===== src/fpec_pkg.sv =====
// Constants for the flash program/erase controller
package fpec_pkg;
  // Clock and operation timing
  localparam int CLK_NS          = 8;
  localparam int PROG_TIME_NS    = 20000;
  localparam int PERASE_TIME_US  = 10000;
  localparam int MERASE_TIME_US  = 200000;
  localparam int PROG_CYC        = (PROG_TIME_NS + CLK_NS - 1) / CLK_NS;
  localparam int PERASE_CYC      = (PERASE_TIME_US * 1000 + CLK_NS - 1) / CLK_NS;
  localparam int MERASE_CYC      = (MERASE_TIME_US * 1000 + CLK_NS - 1) / CLK_NS;
  localparam int CNT_W           = 26;
  // Register map, APB byte addresses
  localparam logic [7:0] OPT_IDX      = 8'h01;
  localparam logic [7:0] A_CMD        = 8'h00;
  localparam logic [7:0] A_OPT        = {OPT_IDX[5:0], 2'b00};
  localparam logic [7:0] A_STAT       = 8'h08;
  localparam logic [7:0] A_PSEL       = 8'h0c;
  localparam logic [7:0] A_PROT       = 8'h10;
  localparam logic [7:0] A_ADDR       = 8'h14;
  localparam logic [7:0] A_DATA       = 8'h18;
  // Command codes
  localparam logic [7:0] CMD_KEY1     = 8'h73;
  localparam logic [7:0] CMD_KEY2     = 8'h8c;
  localparam logic [7:0] CMD_PERASE   = 8'h95;
  localparam logic [7:0] CMD_MERASE   = 8'h63;
  // Status fields
  localparam int ST_UNLOCKED = 0;
  localparam int ST_BUSY     = 1;
  localparam int ST_REFUSED  = 2;
  localparam int ST_DEBUG    = 3;
  // Option byte fields
  localparam int OPT_XTAL_OFF = 4;
  // Memory geometry: 512-byte pages and sectors
  localparam int PAGE_LSB     = 9;
  localparam logic [6:0] INFO_PAGE   = 7'h7f;
  localparam logic [3:0] PMEM_TOP    = 4'h0;
  // Reset values
  localparam logic [7:0] PSEL_RST = 8'h00;
  localparam logic [7:0] PROT_RST = 8'h00;
  typedef enum logic [2:0] {
    FPEC_LOCKED, FPEC_KEY1, FPEC_SELWAIT, FPEC_UNLOCKED, FPEC_BUSY
  } fpec_state_t;
endpackage : fpec_pkg


===== src/fpec_ctrl.sv =====
// Flash program/erase controller with APB register slave
`timescale 1ns/10ps
`default_nettype none
module fpec_ctrl
  import fpec_pkg::*;
#(
  parameter logic [CNT_W-1:0] PERASE_CYCLES = CNT_W'(PERASE_CYC),
  parameter logic [CNT_W-1:0] MERASE_CYCLES = CNT_W'(MERASE_CYC)
) (
  input  wire logic        pclk,
  input  wire logic        presetn,
  input  wire logic        psel,
  input  wire logic        penable,
  input  wire logic        pwrite,
  input  wire logic [7:0]  paddr,
  input  wire logic [31:0] pwdata,
  output logic             pready,
  output logic [31:0]      prdata,
  output logic             pslverr,
  input  wire logic        debug_access,
  input  wire logic        write_protect_opt,
  output logic [15:0]      flash_addr,
  output logic [7:0]       flash_wdata,
  output logic             flash_prog,
  output logic             flash_page_erase,
  output logic             flash_mass_erase,
  output logic             xtal_en_in_reset
);
  typedef struct packed {
    fpec_state_t st;
    logic [7:0]  sel;
    logic [7:0]  prot;
    logic [15:0] addr;
    logic [7:0]  data;
    logic        refused;
    logic        pready;
    logic        pslverr;
    logic [31:0] prdata;
    logic [15:0] fl_addr;
    logic [7:0]  fl_data;
    logic        fl_prog;
    logic        fl_perase;
    logic        fl_merase;
    logic        xtal_en;
  } fpec_regs_t;
  fpec_regs_t r_q, r_d;

  // Option byte lives with the array, so no reset
  logic [7:0]       opt_q;
  logic             wr_en;
  logic             rd_setup;
  logic             op_done;
  logic             tmr_start;
  logic [CNT_W-1:0] tmr_cycles;

  function automatic logic [2:0] sector_of(input logic [15:0] a);
    return a[PAGE_LSB+2:PAGE_LSB];
  endfunction

  function automatic logic [6:0] page_of(input logic [15:0] a);
    return a[15:PAGE_LSB];
  endfunction

  function automatic logic in_pmem(input logic [15:0] a);
    return a[15:12] == PMEM_TOP;
  endfunction

  assign wr_en    = psel & penable & r_q.pready & pwrite;
  assign rd_setup = psel & ~penable & ~r_q.pready;

  logic prog_ok;
  logic perase_ok;
  logic [15:0] sel_base;
  assign sel_base = {r_q.sel[6:0], 9'h000};
  assign prog_ok = in_pmem(r_q.addr) && page_of(r_q.addr) != INFO_PAGE
                   && (debug_access || (!write_protect_opt
                   && !r_q.prot[sector_of(r_q.addr)]
                   && page_of(r_q.addr) == r_q.sel[6:0]));
  assign perase_ok = in_pmem(sel_base) && r_q.sel[6:0] != INFO_PAGE
                     && (debug_access || (!write_protect_opt
                     && !r_q.prot[sector_of(sel_base)]));

  fpec_timer u_timer (
    .pclk    (pclk),
    .presetn (presetn),
    .start   (tmr_start),
    .cycles  (tmr_cycles),
    .done    (op_done)
  );

  always_ff @(posedge pclk) begin
    if (wr_en && paddr == A_OPT) begin
      opt_q <= pwdata[7:0];
    end
  end

  always_comb begin
    r_d        = r_q;
    tmr_start  = 1'b0;
    tmr_cycles = CNT_W'(PROG_CYC);
    r_d.pready = rd_setup;
    r_d.pslverr = 1'b0;
    // crystal held off when bit set
    // only an enable, no clock select
    r_d.xtal_en = ~opt_q[OPT_XTAL_OFF];
    if (rd_setup) begin
      r_d.prdata  = '0;
      case (paddr)
        A_CMD:  r_d.prdata = '0;
        A_OPT:  r_d.prdata = {24'h0, opt_q};
        A_STAT: begin
          r_d.prdata[ST_UNLOCKED] = r_q.st == FPEC_UNLOCKED;
          r_d.prdata[ST_BUSY]     = r_q.st == FPEC_BUSY;
          r_d.prdata[ST_REFUSED]  = r_q.refused;
          r_d.prdata[ST_DEBUG]    = debug_access;
        end
        A_PSEL: r_d.prdata = {24'h0, r_q.sel};
        A_PROT: r_d.prdata = {24'h0, r_q.prot};
        A_ADDR: r_d.prdata = {16'h0, r_q.addr};
        A_DATA: r_d.prdata = {24'h0, r_q.data};
        default: r_d.pslverr = 1'b1;
      endcase
    end
    if (wr_en) begin
      case (paddr)
        A_STAT: begin
          if (pwdata[ST_REFUSED]) begin
            r_d.refused = 1'b0;
          end
        end
        A_PROT: begin
          if (debug_access) begin
            r_d.prot = pwdata[7:0];
          end else begin
            r_d.prot = r_q.prot | pwdata[7:0];
          end
        end
        A_ADDR: r_d.addr = pwdata[15:0];
        A_PSEL: begin
          case (r_q.st)
            FPEC_SELWAIT: begin
              if (pwdata[7:0] == r_q.sel) begin
                r_d.st = FPEC_UNLOCKED;
              end else begin
                r_d.st = FPEC_LOCKED;
              end
            end
            FPEC_UNLOCKED: begin
              if (debug_access) begin
                r_d.sel = pwdata[7:0];
              end else begin
                r_d.st      = FPEC_LOCKED;
                r_d.refused = 1'b1;
              end
            end
            FPEC_BUSY: r_d.refused = 1'b1;
            default: r_d.sel = pwdata[7:0];
          endcase
        end
        A_DATA: begin
          r_d.data = pwdata[7:0];
          if (r_q.st == FPEC_UNLOCKED && prog_ok) begin
            r_d.st      = FPEC_BUSY;
            r_d.fl_addr = r_q.addr;
            r_d.fl_data = pwdata[7:0];
            r_d.fl_prog = 1'b1;
            tmr_start   = 1'b1;
          end else begin
            r_d.refused = 1'b1;
          end
        end
        A_CMD: begin
          case (r_q.st)
            FPEC_LOCKED: begin
              if (pwdata[7:0] == CMD_KEY1) begin
                r_d.st = FPEC_KEY1;
              end
            end
            FPEC_KEY1: begin
              if (pwdata[7:0] != CMD_KEY2) begin
                r_d.st = FPEC_LOCKED;
              end else if (debug_access) begin
                r_d.st = FPEC_UNLOCKED;
              end else begin
                r_d.st = FPEC_SELWAIT;
              end
            end
            FPEC_UNLOCKED: begin
              r_d.st = FPEC_LOCKED;
              if (pwdata[7:0] == CMD_PERASE && perase_ok) begin
                r_d.st        = FPEC_BUSY;
                r_d.fl_addr   = sel_base;
                r_d.fl_perase = 1'b1;
                tmr_start     = 1'b1;
                tmr_cycles    = PERASE_CYCLES;
              end else if (pwdata[7:0] == CMD_MERASE && debug_access) begin
                r_d.st        = FPEC_BUSY;
                r_d.fl_addr   = '0;
                r_d.fl_merase = 1'b1;
                tmr_start     = 1'b1;
                tmr_cycles    = MERASE_CYCLES;
              end else begin
                r_d.refused = 1'b1;
              end
            end
            FPEC_BUSY: r_d.refused = 1'b1;
            default: r_d.st = FPEC_LOCKED;
          endcase
        end
        default: ;
      endcase
    end
    if (op_done && r_q.st == FPEC_BUSY) begin
      r_d.st        = FPEC_UNLOCKED;
      r_d.fl_prog   = 1'b0;
      r_d.fl_perase = 1'b0;
      r_d.fl_merase = 1'b0;
    end
  end

  always_ff @(posedge pclk or negedge presetn) begin
    if (!presetn) begin
      r_q         <= '0;
      r_q.st      <= FPEC_LOCKED;
      r_q.sel     <= PSEL_RST;
      r_q.prot    <= PROT_RST;
      r_q.xtal_en <= 1'b0;
    end else begin
      r_q <= r_d;
    end
  end

  assign pready           = r_q.pready;
  assign prdata           = r_q.prdata;
  assign pslverr          = r_q.pslverr;
  assign flash_addr       = r_q.fl_addr;
  assign flash_wdata      = r_q.fl_data;
  assign flash_prog       = r_q.fl_prog;
  assign flash_page_erase = r_q.fl_perase;
  assign flash_mass_erase = r_q.fl_merase;
  assign xtal_en_in_reset = r_q.xtal_en;
endmodule : fpec_ctrl
`default_nettype wire


===== src/fpec_timer.sv =====
// Operation duration counter
`timescale 1ns/10ps
`default_nettype none
module fpec_timer
  import fpec_pkg::*;
(
  input  wire logic             pclk,
  input  wire logic             presetn,
  input  wire logic             start,
  input  wire logic [CNT_W-1:0] cycles,
  output logic                  done
);
  typedef struct packed {
    logic [CNT_W-1:0] cnt;
    logic             run;
    logic             done;
  } fpec_tmr_t;
  fpec_tmr_t r_q, r_d;

  always_comb begin
    r_d      = r_q;
    r_d.done = 1'b0;
    if (start) begin
      r_d.cnt = cycles;
      r_d.run = 1'b1;
    end else if (r_q.run) begin
      if (r_q.cnt <= CNT_W'(1)) begin
        r_d.run  = 1'b0;
        r_d.done = 1'b1;
      end else begin
        r_d.cnt = r_q.cnt - CNT_W'(1);
      end
    end
  end

  always_ff @(posedge pclk or negedge presetn) begin
    if (!presetn) begin
      r_q <= '0;
    end else begin
      r_q <= r_d;
    end
  end

  assign done = r_q.done;
endmodule : fpec_timer
`default_nettype wire

===== config.mk =====
export PLATFORM = sky130hd
export DESIGN_NAME = fpec_ctrl
export DESIGN_NICKNAME = d
export VERILOG_FILES = /design/src/fpec_pkg.sv /design/src/fpec_ctrl.sv /design/src/fpec_timer.sv
export SDC_FILE = /design/constraint.sdc
export NUM_CORES = 1
export LEC_CHECK = 0
export BUFFER_PORTS_ARGS = -buffer_cell sky130_fd_sc_hd__buf_2
export CELL_PAD_IN_SITES_DETAIL_PLACEMENT = 0
export CELL_PAD_IN_SITES_GLOBAL_PLACEMENT = 1
export CORE_UTILIZATION = 30
export CTS_CLUSTER_SIZE = 24
export DETAILED_ROUTE_END_ITERATION = 10
export MAX_ROUTING_LAYER = met4
export PLACE_DENSITY_LB_ADDON = 0.1
export SYNTH_ARGS = -nofsm -noshare
export SYNTH_HDL_FRONTEND = slang
export SYNTH_SLANG_ARGS = --single-unit

===== constraint.sdc =====
create_clock -name pclk -period 5.2 [get_ports pclk]
set_input_delay 1.04 -clock pclk [delete_from_list [all_inputs] [get_ports pclk]]
set_output_delay 1.04 -clock pclk [all_outputs]
set_load 0.03 [all_outputs]

==> flow_summary.ini <==
[logic_synthesis]
synth-seq-cells = 126
synthFlopType = dfrtp_1
synth-edff-count = 8
synth_area_um2 = 6830
synth_cells = 679
ys_warn_count = 0
synth_largest_area_cell = dfrtp_1
ys_top_cells_by_area = dfrtp_1 (43%), buf_4 (6.3%), mux2_2 (5.4%), nand2_1 (4.1%), edfxtp_1 (3.5%)
seq_area_frac_synth_pct = 46.7
synth.avg_cell_area_um2 = 10.1
yosysUniqueCellTypes = 73
async_flop_share_pct = 93.7
synth_top_area_share_pct = 43.2

[final_layout]
area_delta_synth_final_pct = 12.5
fillCellCount = 2226
fin_util_pct = 34.8
antenna_cells = 0
nets = 744
post-route-cell-area_um2 = 7680
drive_gt1_share_pct = 23.9

[setup_path]
worstPathMaxFanout = 9
r2r_end = u_timer.r_q[26]
worstSetupPathType = primary input to register
required_ns = 5.56
r2r_slack_ns = 2.29
crit_path_start_kind = primary input
reg2reg_depth = 6
end_kind = register
worst_ep_arrival_time_ns = 3.95
r2r_start = r_q[95]

[min_path]
hp-start = opt_q[4]
hold_depth = 1
holdCritPathClass = register to register
min_to = xtal_en_in_reset

[clock_network]
cts-root-buf = clkbuf_16
cts_buffer_depth = 2
post_cts_buffers = 0
cts_buffers = 17
clkTransAtPathRegs_ns = 0.06
tritoncts = yes
clk_latency_ns = 0.42
cts_resized = 0
cts_max_level = 4
ctsHoldBuffers = 0
numClockSinks = 126

[power_and_ir_drop]
power_density_nw_per_um2 = 312
finalPower_mw = 2.40
peakVddDrop_uv = 187
power_leakage_nw = 3.43

[sta]
finalCritPeriodShare_pct = 69.1
finClkSkew_ns = 0.0109
fmax_ghz = 0.278
setup_viol = 0
worst_slew_pin_slew_ns = 0.903
timing.slew.headroom_pct = 39.4
drv_slew = 0
period_needed_ns = 3.59
hold_viol = 0
rsz0062_at_grt = false
holdWs_ns = 0.433
setup-tns-final_ns = 0

[global_routing]
track_usage_pct = 18.2
grt_pass1_vias = 5303
grt_pass1_wl_mm = 31.3
grt_max_degree = 59
antenna_found_initial = 0
grt_overflow_total = 0

[floorplan]
core_area_um2 = 22100
die-width_um = 153
dieArea_um2 = 23400
ios = 109
start_util_pct = 30.9
fp-row-count = 54
fp.dieH_um = 153

[routing]
drt-total-wl_mm = 19.7
wl_per_cell_um = 20.0
firstDrtPassIters = 5
vias_per_cell = 5.37
antenna_violating_nets_post_route = 0
drc = 0
first_iter_violations = 382
vias = 5305

[placed_design]
dpl_cell_area_um2 = 7060
routabilityCongestion = 0.837
io_buffer_count = 76
dp_hpwl_mm = 14.0

[run]
drv_cap = 0

[outcome]
run_status = finished, final reports clean
[cells in the final DEF (no fill, tap or decap), types with 9 or more instances in the layout]
| master | instances |
|---|---|
| nor4_1 | 24 |
| buf_2 | 75 |
| conb_1 | 16 |
| clkbuf_16 | 17 |
| nand3_1 | 18 |
| a21oi_1 | 9 |
| xnor2_1 | 14 |
| a31oi_1 | 16 |
| xor2_1 | 16 |
| or4_1 | 11 |
| nor2_1 | 46 |
| nand4_1 | 10 |
| buf_4 | 9 |
| nand2_1 | 74 |
| o21ai_1 | 11 |
| o21ai_0 | 13 |
| dfrtp_1 | 118 |
| mux2_2 | 33 |
| nor3_1 | 19 |
[Yosys cell counts (10+ instances only)]
master and count:
a31oi_1 16, buf_4 57, clkbuf_1 29, dfrtp_1 118
mux2_2 33, nand2_1 74, nand3_1 18, nand4_1 10
nor2_1 46, nor3_1 20, nor4_1 24, o21ai_0 13
o21ai_1 11, or4_1 11, xnor2_1 14, xor2_1 16
[per-stage QoR]
stage	std cells	worst slack (ns)
final	988	1.61
after global routing	988	1.36
after global placement	956	1.26
after floorplan	694	2.05
after detailed placement	956	1.17
after CTS	988	1.65
[power breakdown]
group	switching (mW)	total [mW]	internal, mW
logic	0.102	0.135	0.0329
registers	0.00665	1.01	1.00
clock network	0.482	1.26	0.776
total	0.591	2.40	1.81
[registers in the layout, summed over array words and instances (netlist names)]
| signal | cells |
|---|---|
| r_q | 44 |
| u_timer.r_q | 27 |
| flash_addr | 16 |
| prdata | 16 |
| flash_wdata | 8 |
| opt_q | 8 |
| flash_mass_erase | 1 |
| flash_page_erase | 1 |
| flash_prog | 1 |
| pready | 1 |
| pslverr | 1 |
| u_timer.done | 1 |
| xtal_en_in_reset | 1 |
[worst max-delay path by stage]
stage	startpoint	endpoint	slack (ns)	depth (start not counted)
floorplan	paddr[0]	flash_addr[14]	2.05	8
global placement	paddr[0]	u_timer.r_q[9]	1.26	6
detailed placement	paddr[0]	u_timer.r_q[20]	1.17	6
CTS	paddr[0]	u_timer.r_q[20]	1.65	6
global route	paddr[0]	u_timer.r_q[20]	1.36	6
finish	paddr[0]	u_timer.r_q[20]	1.61	6
[critical path: stages]
cell	delay (ns)
buf_2	0.10
or4_1	0.75
nor4_1	0.76
nand4b_1	0.53
o21ai_0	0.51
o211a_1	0.26
[cell type report]
cell class / count / area (µm²) / area share [%]
Clock buffer: 18 / 439 / 5.72
Sequential cell: 126 / 3190 / 41.6
Multi-Input combinational cell: 459 / 3050 / 39.7
Inverter: 7 / 26.3 / 0.342
Tap cell: 280 / 350 / 4.56
Timing Repair Buffer: 84 / 443 / 5.76
Clock inverter: 14 / 181 / 2.36
[layer usage]
metal	GRT usage, %	part of all wire (%)	vias up
met5	-	0	-
met4	5.72	1.4	0
met3	3.69	4.6	23
met2	27.9	47	172
met1	24.1	47	2665
li1	-	-	2445
[kinds of logic (layout without fill, tap and decap cells)]
family | after synthesis | in the layout | synth area share [%]
AO/OA/AOI/OAI | 111 | 111 | 11.8
AND/OR/NAND/NOR | 260 | 260 | 20.5
flip-flops | 126 | 126 | 46.7
XOR/XNOR | 30 | 30 | 3.85
other | 1 | 16 | 0.0549
multiplexers | 40 | 40 | 7.20
adder cells (fa/ha/maj) | 2 | 2 | 0.366
buffers and inverters | 109 | 123 | 9.51
No activity file was read; power rests on OpenSTA's default activity.
